===== src/servo_fault_pkg.sv =====
// servo fault manager constants, register map and carrier types
// assumes a 100 MHz control clock and an APB register master
package servo_fault_pkg;
  localparam int CLK_MHZ = 100;
  // self-resetting faults hold the stage off this long after clearing
  localparam int HOLDOFF_MS = 50;
  localparam int HOLDOFF_CYCLES = HOLDOFF_MS * 1000 * CLK_MHZ;
  // led blink timebase
  localparam int LED_TICK_MS = 100;
  localparam int LED_TICK_CYCLES = LED_TICK_MS * 1000 * CLK_MHZ;
  localparam logic [3:0] LED_ON_TICKS = 4'h2;
  localparam logic [3:0] LED_OFF_TICKS = 4'h2;
  localparam logic [3:0] LED_GAP_TICKS = 4'ha;
  localparam logic [2:0] INIT_TRIES = 3'h4;
  // following error is signed revolutions with 16 fraction bits
  localparam int FE_FRAC = 16;
  localparam logic signed [31:0] FE_LIMIT = 32'sh0080_0000;

  localparam int NF = 7;
  localparam int F_CFG = 0;
  localparam int F_COMM = 1;
  localparam int F_WDOG = 2;
  localparam int F_STEP = 3;
  localparam int F_POS = 4;
  localparam int F_AUX = 5;
  localparam int F_SYNC = 6;
  localparam logic [4:0] BLINK_CODE [NF] = '{5'h0c, 5'h11, 5'h12, 5'h13, 5'h13, 5'h14, 5'h14};

  typedef enum logic [1:0] {
    EXT_NONE, EXT_STEP_OVF, EXT_POS_OVF, EXT_AUX_FB
  } extended_fault_code_type;
  localparam extended_fault_code_type EXT_OF [NF] = '{EXT_NONE, EXT_NONE, EXT_NONE,
    EXT_STEP_OVF, EXT_POS_OVF, EXT_AUX_FB, EXT_NONE};

  localparam logic [7:0] REG_CTRL = 8'h00;
  localparam logic [7:0] REG_STATUS = 8'h04;
  localparam logic [7:0] REG_IRQ_STATUS = 8'h08;
  localparam logic [7:0] REG_IRQ_MASK = 8'h0c;
  localparam logic [NF-1:0] CTRL_RESET = 7'h7f;
  localparam int ST_CODE = 8;
  localparam int ST_EXT = 16;
  localparam int ST_PWR = 20;
  localparam int ST_SUB = 24;

  typedef struct packed {
    logic [7:0] paddr;
    logic psel;
    logic penable;
    logic pwrite;
    logic [31:0] pwdata;
  } apb_req_type;

  typedef struct packed {
    logic [31:0] prdata;
    logic pready;
    logic pslverr;
  } apb_rsp_type;

  typedef struct packed {
    logic serialCommFail;
    logic watchdogTimeout;
    logic gearStepOverflow;
    logic auxFeedbackFault;
    logic auxAbsoluteEncoderFault;
    logic auxThermistorFault;
    logic auxSerialDeviceFault;
    logic networkSyncLost;
  } fault_in_type;
endpackage


===== src/servo_fault_manager.sv =====
// servo fault supervision: latching, output stage gating, led blink code
// assumes fault inputs synchronous to clk; enableN is the drive enable input
//
// Operation
// - latch only faults of the latched class
// - any fault disables the power stage
// - active fault drives led blink code
// - self-resetting fault re-enables stage automatically
// - latched fault cleared by disable or power
// - hold stage off 50 ms after a self-resetting fault clears
// - report only the highest priority fault
// - after enable cycle report next fault
// - code 17 on feedback communication failure
// - code 18 on option card watchdog
// - code 19 with step size overflow
// - code 19 beyond 128 revs error
// - code 20 with auxiliary feedback fault
// - code 20 no extended on sync loss
// - four feedback setup tries before fault
//
// The APB interface to the registers and the placing of the registers were left to the implementer.
`timescale 1ns/100ps
module servo_fault_manager #(
  parameter int HOLDOFF_COUNT = servo_fault_pkg::HOLDOFF_CYCLES,
  parameter int LED_TICK_COUNT = servo_fault_pkg::LED_TICK_CYCLES
) (
  input wire logic clk,
  input wire logic rst_n,
  input wire servo_fault_pkg::apb_req_type apbReq,
  output servo_fault_pkg::apb_rsp_type apbRsp,
  input wire servo_fault_pkg::fault_in_type faultIn,
  input wire logic signed [31:0] followingError,
  input wire logic enableN,
  output logic initRequest,
  input wire logic initDone,
  input wire logic initOk,
  output logic powerStageEnable,
  output logic statusLed,
  output logic irq
);
  import servo_fault_pkg::*;

  typedef enum logic [1:0] {INIT_START, INIT_WAIT, INIT_OK, INIT_FAIL} init_state_type;
  typedef enum logic [1:0] {LED_IDLE, LED_ON, LED_OFF, LED_GAP} led_state_type;

  logic [NF-1:0] raw, latched, next_latched, active;
  logic [NF-1:0] latchClass, next_latchClass;
  logic [NF-1:0] irqStatus, next_irqStatus, irqMask, next_irqMask, activeQ;
  logic [2:0] reportIdx, next_reportIdx;
  logic reportValid, next_reportValid;
  logic [4:0] code;
  extended_fault_code_type extCode, next_extCode;
  logic [31:0] holdCnt, next_holdCnt;
  init_state_type initState, next_initState;
  logic [2:0] tries, next_tries;
  logic enW, rdW;
  logic [31:0] readWord, prdataQ, next_prdata;
  logic badAddr, pslverrQ, next_pslverr;
  logic feOver;

  assign feOver = (followingError > FE_LIMIT) || (followingError < -FE_LIMIT);

  always_comb begin
    raw = '0;
    raw[F_CFG] = (initState == INIT_FAIL);
    raw[F_COMM] = faultIn.serialCommFail;
    raw[F_WDOG] = faultIn.watchdogTimeout;
    raw[F_STEP] = faultIn.gearStepOverflow;
    raw[F_POS] = feOver;
    raw[F_AUX] = faultIn.auxFeedbackFault | faultIn.auxAbsoluteEncoderFault
      | faultIn.auxThermistorFault | faultIn.auxSerialDeviceFault;
    raw[F_SYNC] = faultIn.networkSyncLost;
  end

  // latched sources clear only while enable is in its disable state
  always_comb begin
    next_latched = enableN ? '0 : (latched | (raw & latchClass));
    active = raw | latched;
  end

  // feedback device setup, retried before declaring a configuration fault
  always_comb begin
    next_initState = initState;
    next_tries = tries;
    initRequest = 1'b0;
    unique case (initState)
      INIT_START: begin
        initRequest = 1'b1;
        next_tries = tries + 3'h1;
        next_initState = INIT_WAIT;
      end
      INIT_WAIT: begin
        if (initDone && initOk) begin
          next_initState = INIT_OK;
        end else if (initDone) begin
          next_initState = (tries == INIT_TRIES) ? INIT_FAIL : INIT_START;
        end
      end
      INIT_OK: next_initState = INIT_OK;
      INIT_FAIL: next_initState = INIT_FAIL;
    endcase
  end

  // selection only moves when idle, when enable is cycled or when the reported
  // fault clears, so the operator sees one code until it clears or the drive is reset
  always_comb begin
    next_reportIdx = reportIdx;
    next_reportValid = reportValid;
    next_extCode = extCode;
    if (!reportValid || enableN || !active[reportIdx]) begin
      next_reportValid = |active;
      next_reportIdx = '0;
      for (int i = NF - 1; i >= 0; i--) begin
        if (active[i]) begin
          next_reportIdx = 3'(i);
        end
      end
      next_extCode = EXT_OF[next_reportIdx];
    end
  end
  assign code = reportValid ? BLINK_CODE[reportIdx] : 5'h00;

  // counts down only once no self-resetting source remains
  always_comb begin
    if (|(raw & ~latchClass)) begin
      next_holdCnt = 32'(HOLDOFF_COUNT);
    end else if (holdCnt != 32'h0) begin
      next_holdCnt = holdCnt - 32'h1;
    end else begin
      next_holdCnt = holdCnt;
    end
  end

  assign powerStageEnable = !enableN && (active == '0) && (holdCnt == 32'h0)
    && (initState == INIT_OK);

  always_ff @(posedge clk or negedge rst_n) begin
    if (!rst_n) begin
      latched <= '0;
      reportIdx <= '0;
      reportValid <= 1'b0;
      extCode <= EXT_NONE;
      holdCnt <= '0;
      initState <= INIT_START;
      tries <= '0;
      activeQ <= '0;
    end else begin
      latched <= next_latched;
      reportIdx <= next_reportIdx;
      reportValid <= next_reportValid;
      extCode <= next_extCode;
      holdCnt <= next_holdCnt;
      initState <= next_initState;
      tries <= next_tries;
      activeQ <= active;
    end
  end

  // led timebase and blink sequencer
  led_state_type ledState, next_ledState;
  logic [31:0] tickCnt, next_tickCnt;
  logic tick;
  logic [3:0] slot, next_slot;
  logic [4:0] pulsesLeft, next_pulsesLeft;

  always_comb begin
    tick = (tickCnt == 32'(LED_TICK_COUNT - 1));
    next_tickCnt = tick ? 32'h0 : tickCnt + 32'h1;
    next_ledState = ledState;
    next_slot = slot;
    next_pulsesLeft = pulsesLeft;
    if (!reportValid) begin
      next_ledState = LED_IDLE;
    end else if (tick) begin
      next_slot = slot - 4'h1;
      unique case (ledState)
        LED_IDLE: begin
          next_ledState = LED_ON;
          next_slot = LED_ON_TICKS;
          next_pulsesLeft = code;
        end
        LED_ON: begin
          if (slot == 4'h1) begin
            next_pulsesLeft = pulsesLeft - 5'h1;
            next_ledState = (pulsesLeft == 5'h1) ? LED_GAP : LED_OFF;
            next_slot = (pulsesLeft == 5'h1) ? LED_GAP_TICKS : LED_OFF_TICKS;
          end
        end
        LED_OFF: begin
          if (slot == 4'h1) begin
            next_ledState = LED_ON;
            next_slot = LED_ON_TICKS;
          end
        end
        LED_GAP: begin
          if (slot == 4'h1) begin
            next_ledState = LED_IDLE;
          end
        end
      endcase
    end
  end

  always_ff @(posedge clk or negedge rst_n) begin
    if (!rst_n) begin
      ledState <= LED_IDLE;
      tickCnt <= '0;
      slot <= '0;
      pulsesLeft <= '0;
      statusLed <= 1'b0;
    end else begin
      ledState <= next_ledState;
      tickCnt <= next_tickCnt;
      slot <= next_slot;
      pulsesLeft <= next_pulsesLeft;
      statusLed <= (next_ledState == LED_ON);
    end
  end

  // apb slave, zero wait states
  assign enW = apbReq.psel && apbReq.penable && apbReq.pwrite;
  assign rdW = apbReq.psel && !apbReq.penable && !apbReq.pwrite;

  always_comb begin
    next_latchClass = latchClass;
    next_irqMask = irqMask;
    next_irqStatus = irqStatus | (active & ~activeQ);
    if (enW && apbReq.paddr == REG_CTRL) begin
      next_latchClass = apbReq.pwdata[NF-1:0];
    end
    if (enW && apbReq.paddr == REG_IRQ_MASK) begin
      next_irqMask = apbReq.pwdata[NF-1:0];
    end
    // a new event in the clearing cycle survives the write
    if (enW && apbReq.paddr == REG_IRQ_STATUS) begin
      next_irqStatus = (irqStatus & ~apbReq.pwdata[NF-1:0]) | (active & ~activeQ);
    end
    readWord = '0;
    badAddr = 1'b0;
    unique case (apbReq.paddr)
      REG_CTRL: readWord[NF-1:0] = latchClass;
      REG_STATUS: begin
        readWord[NF-1:0] = active;
        readWord[ST_CODE +: 5] = code;
        readWord[ST_EXT +: 2] = extCode;
        readWord[ST_PWR] = powerStageEnable;
        readWord[ST_SUB +: 3] = {faultIn.auxAbsoluteEncoderFault,
          faultIn.auxThermistorFault, faultIn.auxSerialDeviceFault};
      end
      REG_IRQ_STATUS: readWord[NF-1:0] = irqStatus;
      REG_IRQ_MASK: readWord[NF-1:0] = irqMask;
      default: badAddr = 1'b1;
    endcase
    // captured at the setup edge and held to the next setup edge, so the
    // answer stands through the access phase whatever the status does
    next_prdata = prdataQ;
    next_pslverr = pslverrQ;
    if (apbReq.psel && !apbReq.penable) begin
      next_prdata = rdW ? readWord : 32'h0;
      next_pslverr = badAddr;
    end
  end

  always_ff @(posedge clk or negedge rst_n) begin
    if (!rst_n) begin
      latchClass <= CTRL_RESET;
      irqMask <= '0;
      irqStatus <= '0;
      prdataQ <= '0;
      pslverrQ <= 1'b0;
    end else begin
      latchClass <= next_latchClass;
      irqMask <= next_irqMask;
      irqStatus <= next_irqStatus;
      prdataQ <= next_prdata;
      pslverrQ <= next_pslverr;
    end
  end
  // one driver for the whole response; every access ends at its first access edge
  assign apbRsp = '{prdata: prdataQ, pready: 1'b1, pslverr: pslverrQ};
  assign irq = |(irqStatus & irqMask);
endmodule // servo_fault_manager


===== config.mk =====
export PLATFORM = sky130hd
export DESIGN_NAME = servo_fault_manager
export DESIGN_NICKNAME = d
export VERILOG_FILES = /design/src/servo_fault_pkg.sv /design/src/servo_fault_manager.sv
export SDC_FILE = /design/constraint.sdc
export NUM_CORES = 1
export LEC_CHECK = 0
export BUFFER_PORTS_ARGS = -buffer_cell sky130_fd_sc_hd__clkbuf_2
export CELL_PAD_IN_SITES_DETAIL_PLACEMENT = 0
export CELL_PAD_IN_SITES_GLOBAL_PLACEMENT = 2
export CORE_MARGIN = 2
export CORE_UTILIZATION = 27
export CTS_CLUSTER_DIAMETER = 120
export DETAILED_ROUTE_END_ITERATION = 6
export PLACE_DENSITY = 0.61
export SLEW_MARGIN = 10
export SYNTH_ARGS = -nofsm -noshare
export SYNTH_HDL_FRONTEND = slang
export SYNTH_SLANG_ARGS = --single-unit

===== constraint.sdc =====
create_clock -name clk -period 7.1 [get_ports clk]
set_clock_uncertainty 0.2 [all_clocks]
set_input_delay 0.355 -clock clk [delete_from_list [all_inputs] [get_ports clk]]
set_output_delay 0.355 -clock clk [all_outputs]
set_load 0.02 [all_outputs]

==> key figures, run 1 <==
GRT
  – Total track usage: 0.133
  – Global-route wire length before repair: 28.0 mm
  – Antenna violations before repair: 0
  – Pin count of the biggest net entering global routing: 77
  – Grt ovf: 0
  – Vias in the first global route: 5423

Final layout
  – Fillcell total: 2613
  – Non-filler cells, final: 1110
  – Final net count: 863
  – Area of the multi-input gates: 0.00314 sq mm
  – Reg area: 0.00354 sq mm
  – Area Overhead vs Synth: 20.9%
  – Share of layout cells above drive strength 1: 0.212
  – Number of diodes: 0

Detailed routing
  – Detail Route Antenna Nets: 0
  – Vias/cell: 4.70
  – DRT iter0 DRCs: 367
  – DR pass1 iterations: 4
  – Drt total wl: 17.0 mm
  – Via count: 5213
  – WL/cell: 15.3 um
  – Residual DRC: 0

Synthesis
  – Synth top cells by count: dfrtp_1 (134), nor2_1 (81), nand2_1 (62), xnor2_1 (33)
  – Distinct cells, synth: 61
  – Number of enable flip-flop cells after synthesis: 0
  – YS warnings: 0
  – Ys flop type: dfrtp_1
  – Top-area cell type share of the netlist area: 0.486
  – Register area share after synthesis: 0.513
  – Synth Area in XOR/XNOR: 0.0749
  – Post-Synth Simple-Gate Area: 0.208
  – Top post-synthesis cells by area: dfrtp_1 (49%), nor2_1 (4.4%), xnor2_1 (4.2%)
  – Syn Area/Cell: 10.3 sq um
  – Cell with the most instances after synthesis: dfrtp_1
  – Post-Syn Instances: 668
  – Synth Area in Compound Gates: 0.0869
  – Netlist Area Pre-Place: 0.00690 sq mm
  – Post-Synth Adder-Cell Area: 0.0145
  – #FFs+latches synth: 141
  – Ys async rst share: 1.00
  – Mux cell area share after synthesis: 0.0617
  – Largest family of logic cells by synthesized area: simple AND/OR/NAND/NOR gates
  – Cell type with the largest total area after synthesis: dfrtp_1

Setup path
  – Worst Path Buf+Inv: 3
  – Worst Setup End Kind: primary output
  – Reg2reg end: extCode[0]
  – Crit path required time: 6550 ps
  – Max stage delay cell, worst path: or4_1
  – Crit path top cell by count: clkbuf_2
  – Worst-path maximum fanout: 7
  – Critical setup path kind: input port to primary output
  – Top delay family on crit path: simple AND/OR/NAND/NOR gates
  – RR Startpoint: initState[1]
  – CP Launch Type: input port
  – Reg2Reg Depth: 6
  – Largest stage delay on the critical path: 570 ps
  – Setup slack, reg-to-reg: 4240 ps
  – Crit-path cells: dlygate4sd3_1, clkbuf_2, or4_1, nor2_1, nand4_1, nor4_1, clkbuf_2
  – Data arrival time of the critical path: 3080 ps

Place
  – Dpl hpwl: 12.2 mm
  – RD Place Congestion: 0.785
  – IO buf count: 85
  – Cell total after placement: 1067

Timing
  – Fin crit period: 3630 ps
  – Crit share post-route: 0.511
  – Final setup fails: 0
  – Pin slew with the least headroom to its limit: 1150 ps
  – Max-slew violation count: 0
  – Setup TNS Final: 0 ps
  – Fmax achieved: 275 MHz
  – RSZ-0062 raised after global routing: no
  – Slew headroom: 0.227
  – Final count of hold timing violations: 0

Clocking
  – Post-CTS setup buffer count: 0
  – CTS Sinks: 141
  – TritonCTS clock tree: yes
  – Hold buffer count at cts: 11
  – CTS buffer count: 17
  – Clk_lat worst skew: 420 ps
  – Clk buf depth: 2
  – H-tree lvl count: 4
  – Clock-pin slew on the worst setup and hold paths: 60 ps
  – CTS-repair resized insts: 0
  – Root buf cell: clkbuf_16

Status
  – Outcome: finished clean

Die
  – Die area: 0.0269 sq mm
  – Core Region: 0.0251 sq mm
  – Die span in x: 164 um
  – # IOs: 126
  – Die height: 164 um
  – # rows: 58
  – Initial Util: 0.275

Worst hold path
  – Worst Hold Class: input port to register
  – Hold depth: 3
  – Worst hold start: initOk
  – Hold path endpoint: initState[1]

Pwr
  – Pwr dens: 234 mW/mm^2
  – Leak pwr: 3.76 nW
  – Maximum vdd drop: 0.000139 V

Flow run
  – Max_cap viols: 0
==> per-layer routing <==
metal / GRT usage / up-vias / part of all wire
li1: - / 2526 / -
met1: 0.180 / 2582 / 0.48
met2: 0.218 / 91 / 0.48
met3: 0.0255 / 14 / 0.032
met4: 0.0383 / 0 / 0.011
met5: 0 / - / 0
==> cells by family after synthesis <==
kind of cell / count (synthesis)
flip-flops: 141
AND/OR/NAND/NOR: 278
buffers and inverters: 58
XOR/XNOR: 59
multiplexers: 30
adder cells (fa/ha/maj): 8
AO/OA/AOI/OAI: 92
other: 2
==> per-stage QoR <==
step           hold slack, ps  worst slack (ps)  power [mW]   util  instance area, sq um
4_1_cts                 0.580              3440        1.99  0.332                  8340
2_1_floorplan            -141              4200        1.00      -                  6950
3_3_place_gp              216              3760        1.07  0.304                  7640
3_5_place_dp              229              3750        1.08  0.304                  7640
6_report                 10.4              3470        1.95  0.332                  8340
5_1_grt                  9.85              3290        2.05  0.332                  8340
==> layout make-up <==
class                      instances  share of cell area
inverter                          26              0.0117
tap                              330              0.0495
clock buffer                      17              0.0510
multi-input combinational        482               0.377
timing repair buffer              99              0.0677
clock inverter                    15              0.0192
sequential                       141               0.424
==> layout by cell type, fill, tap and decap left out, types with 3 or more instances in the layout <==
cell type | synthesis | routed
nand3b_1 | 6 | 6
dfrtp_1 | 134 | 134
nor2_1 | 81 | 81
xor2_1 | 26 | 26
a31oi_1 | 8 | 8
clkbuf_16 | 0 | 17
a21oi_1 | 22 | 22
dfstp_2 | 7 | 7
xnor2_1 | 33 | 33
a32o_1 | 3 | 3
or3_1 | 4 | 4
inv_6 | 0 | 5
conb_1 | 2 | 15
a211oi_1 | 3 | 3
ha_1 | 8 | 8
and3_1 | 7 | 7
nand3_1 | 21 | 21
buf_4 | 17 | 3
dlygate4sd3_1 | 0 | 11
clkinv_2 | 0 | 3
nand4_1 | 13 | 13
and2_1 | 3 | 3
nand2b_1 | 11 | 11
a21o_1 | 3 | 3
nor2b_1 | 7 | 7
nor3_1 | 16 | 16
o31ai_1 | 3 | 3
mux2_2 | 20 | 20
or4_1 | 6 | 6
nand2_1 | 62 | 62
nor4_1 | 20 | 20
inv_1 | 26 | 26
mux4_2 | 8 | 8
o21ai_0 | 23 | 23
clkbuf_2 | 0 | 84
a22o_1 | 13 | 13
clkinv_4 | 0 | 3
nor3b_1 | 3 | 3
==> state kept, by name, summed over array words and instances (netlist names), 5 cells and up <==
register	flops
irqMask	7
prdataQ	18
latched	7
activeQ	7
latchClass	7
irqStatus	7
pulsesLeft	5
holdCnt	32
tickCnt	32
==> where the power goes <==
part | switching (mW) | total [mW] | internal (mW)
sequential | 0.0301 | 0.859 | 0.829
clock | 0.367 | 0.889 | 0.522
combinational | 0.116 | 0.203 | 0.0873
total | 0.513 | 1.95 | 1.44
==> how the worst max path moves through the flow <==
| stage | startpoint | end | slack, ps | cells after the start |
|---|---|---|---|---|
| after CTS | faultIn[1] | powerStageEnable | 3440 | 7 |
| after global routing | faultIn[1] | powerStageEnable | 3290 | 7 |
| after floorplan | followingError[31] | powerStageEnable | 4200 | 6 |
| after detailed placement | followingError[1] | powerStageEnable | 3750 | 8 |
| final | faultIn[1] | powerStageEnable | 3470 | 7 |
| after global placement | followingError[1] | powerStageEnable | 3760 | 8 |
==> tightest hold or removal path: stages <==
cell	delay, ps
clkbuf_2	90
a21oi_1	40
o21bai_1	100
Note: power is estimated with default switching activity, not from simulation.
==> run 2, diff against run 1 <==
- clock period: 7.1 -> 3.42 ns (I/O delays scaled with it)
==> key figures, run 2 (same netlist as run 1, synthesis figures left out) <==
Worst hold path
  – Worst Hold Class: input port to register

Timing
  – RSZ-0062 raised after global routing: no
  – Slew headroom: 0.236 (+0.00827)
  – Max-slew violation count: 0 (unchanged)
  – Fmax achieved: 324 MHz
  – Final count of hold timing violations: 0 (unchanged)
  – Fin crit period: 3080 ps
  – Hold Slack: 33.5 ps (+23.1 ps)
  – Pin slew with the least headroom to its limit: 1150 ps (-2.84 ps)
  – Setup TNS Final: 0 ps (unchanged)
  – Final setup fails: 0 (unchanged)
  – Crit share post-route: 0.901

Detailed routing
  – DRT iter0 DRCs: 295 (-20%)
  – Residual DRC: 0 (unchanged)
  – Via count: 5340 (+2.4%)
  – DR pass1 iterations: 4 (unchanged)
  – WL/cell: 14.8 um (-3.2%)
  – Detail Route Antenna Nets: 0 (unchanged)
  – Vias/cell: 4.70 (about the same)
  – Drt total wl: 16.8 mm (-0.95%)

Place
  – Dpl hpwl: 12.3 mm (+0.96%)
  – RD Place Congestion: 0.795 (+1.4%)
  – IO buf count: 85 (unchanged)

Final layout
  – Fillcell total: 2578 (-1.3%)
  – Commonest cells after routing, fill and taps aside: dfrtp_1 (134), clkbuf_2 (84), nor2_1 (81), nand2_1 (62), xnor2_1 (33)
  – Biggest regs: holdCnt: 32 flops, tickCnt: 32 flops, prdataQ: 18 flops
  – Most common cell after layout, fill and taps aside: dfrtp_1
  – Share of layout cells above drive strength 1: 0.218 (+0.00682)
  – Area Overhead vs Synth: 24.6%
  – Final net count: 889 (+3.0%)
  – Number of diodes: 0 (unchanged)

Pwr
  – Maximum vdd drop: 0.000274 V (+98%)
  – Leak pwr: 3.89 nW (+3.7%)
  – Pwr dens: 476 mW/mm^2 (+100%)

Clocking
  – CTS Sinks: 141 (unchanged)
  – H-tree lvl count: 4 (unchanged)
  – Clk buf depth: 2 (unchanged)
  – Clk_lat worst skew: 430 ps (about the same)
  – TritonCTS clock tree: yes
  – CTS buffer count: 17 (unchanged)
  – Clock-pin slew on the worst setup and hold paths: 70 ps (about the same)
  – Root buf cell: clkbuf_16

Die
  – Die span in x: 164 um (unchanged)
  – Die area: 0.0269 sq mm (unchanged)
  – Core Region: 0.0251 sq mm (unchanged)
  – # rows: 58 (unchanged)
  – Initial Util: 0.275 (unchanged)
  – # IOs: 126 (unchanged)
  – Die height: 164 um (unchanged)

Flow run
  – Max_cap viols: 0 (unchanged)

Setup path
  – Worst Setup End Kind: primary output
  – Worst-path maximum fanout: 6 (-1)
  – Critical setup path kind: register to primary output
  – CP Launch Type: register
  – Crit path required time: 3050 ps (-3500 ps)
  – Crit-path cells: or4_1, nor4b_4, nand4_1, nor4_2, clkbuf_2
  – Max stage delay cell, worst path: or4_1
  – Largest stage delay on the critical path: 640 ps (+70 ps)
  – Data arrival time of the critical path: 2710 ps (-370 ps)

GRT
  – Vias in the first global route: 5638 (+4.0%)
  – Grt ovf: 0 (unchanged)
  – Pin count of the biggest net entering global routing: 82 (+6.5%)
  – Global-route wire length before repair: 28.4 mm (+1.3%)
  – Antenna violations before repair: 0 (unchanged)
  – Total track usage: 0.135 (+0.00113)

Status
  – Outcome: finished clean
## run 2: changes by cell type in the layout (fill, tap and decap cells not counted), moves of 2 or more
| cell | previous run | this run |
|---|---|---|
| inv_8 | 0 | 3 |
| clkinv_8 | 0 | 2 |
| dlygate4sd3_1 | 11 | 26 |
| buf_4 | 3 | 13 |
| clkinv_2 | 3 | 0 |
## run 2: worst paths after layout
kind,start,end,slack (ps),depth (start not counted)
worst max-delay path,holdCnt[26],powerStageEnable,340,5
worst min-delay path,apbReq[41],pslverrQ,30,4
worst max register to register,holdCnt[26],holdCnt[21],620,7
worst min register to register,activeQ[2],irqStatus[2],240,1
max in group asynchronous,rst_n,latchClass[5],2010,3
min in group asynchronous,rst_n,slot[1],170,2
## run 2: cell type report
cell class / instances / area [sq um] / share of cell area
Clock buffer: 17 / 425 / 0.0495
Clock inverter: 15 / 174 / 0.0202
Inverter: 26 / 97.6 / 0.0113
Multi-Input combinational cell: 482 / 3140 / 0.365
Sequential cell: 141 / 3540 / 0.411
Tap cell: 330 / 413 / 0.0480
Timing Repair Buffer: 125 / 810 / 0.0941
## run 2: power by group
group | internal [mW] | switching (mW) | leakage (nW)
Combinational | 0.201 | 0.245 | 1.80
Clock | 1.04 | 0.821 | 0.291
Sequential | 1.72 | 0.0609 | 1.80
## run 2: worst max-delay path: cells and delay by family (launching register included)
kind                   cells  cell delay (ps)
AND/OR/NAND/NOR            4             1630
flip-flops                 1              410
buffers and inverters      1              260
## run 2: what timing repair did
item                                    in CTS  in global routing
hold endpoints to repair                   118                  0
setup buffers                                0                  0
endpoints found under the setup margin       0                  1
hold buffers                                26                  0
resized for setup                            0                  1
## run 2: metal layers
layer / global-route usage / wire (um) / up-vias
met5: 0 / 0 / -
met4: 0.0347 / 137 / 0
met1: 0.178 / 7950 / 2657
li1: - / - / 2579
met2: 0.223 / 8120 / 98
met3: 0.0301 / 598 / 6
## run 2: metrics by stage
step                       util  power [mW]  cells  instance area [sq um]  setup slack, ps
after floorplan               -        2.08    681                   6950              690
after global placement    0.308        2.24   1078                   7730              574
after detailed placement  0.308        2.24   1078                   7730              518
after CTS                 0.342        4.17   1136                   8590              102
after global routing      0.342        4.31   1136                   8600              104
final                     0.342        4.09   1136                   8600              337
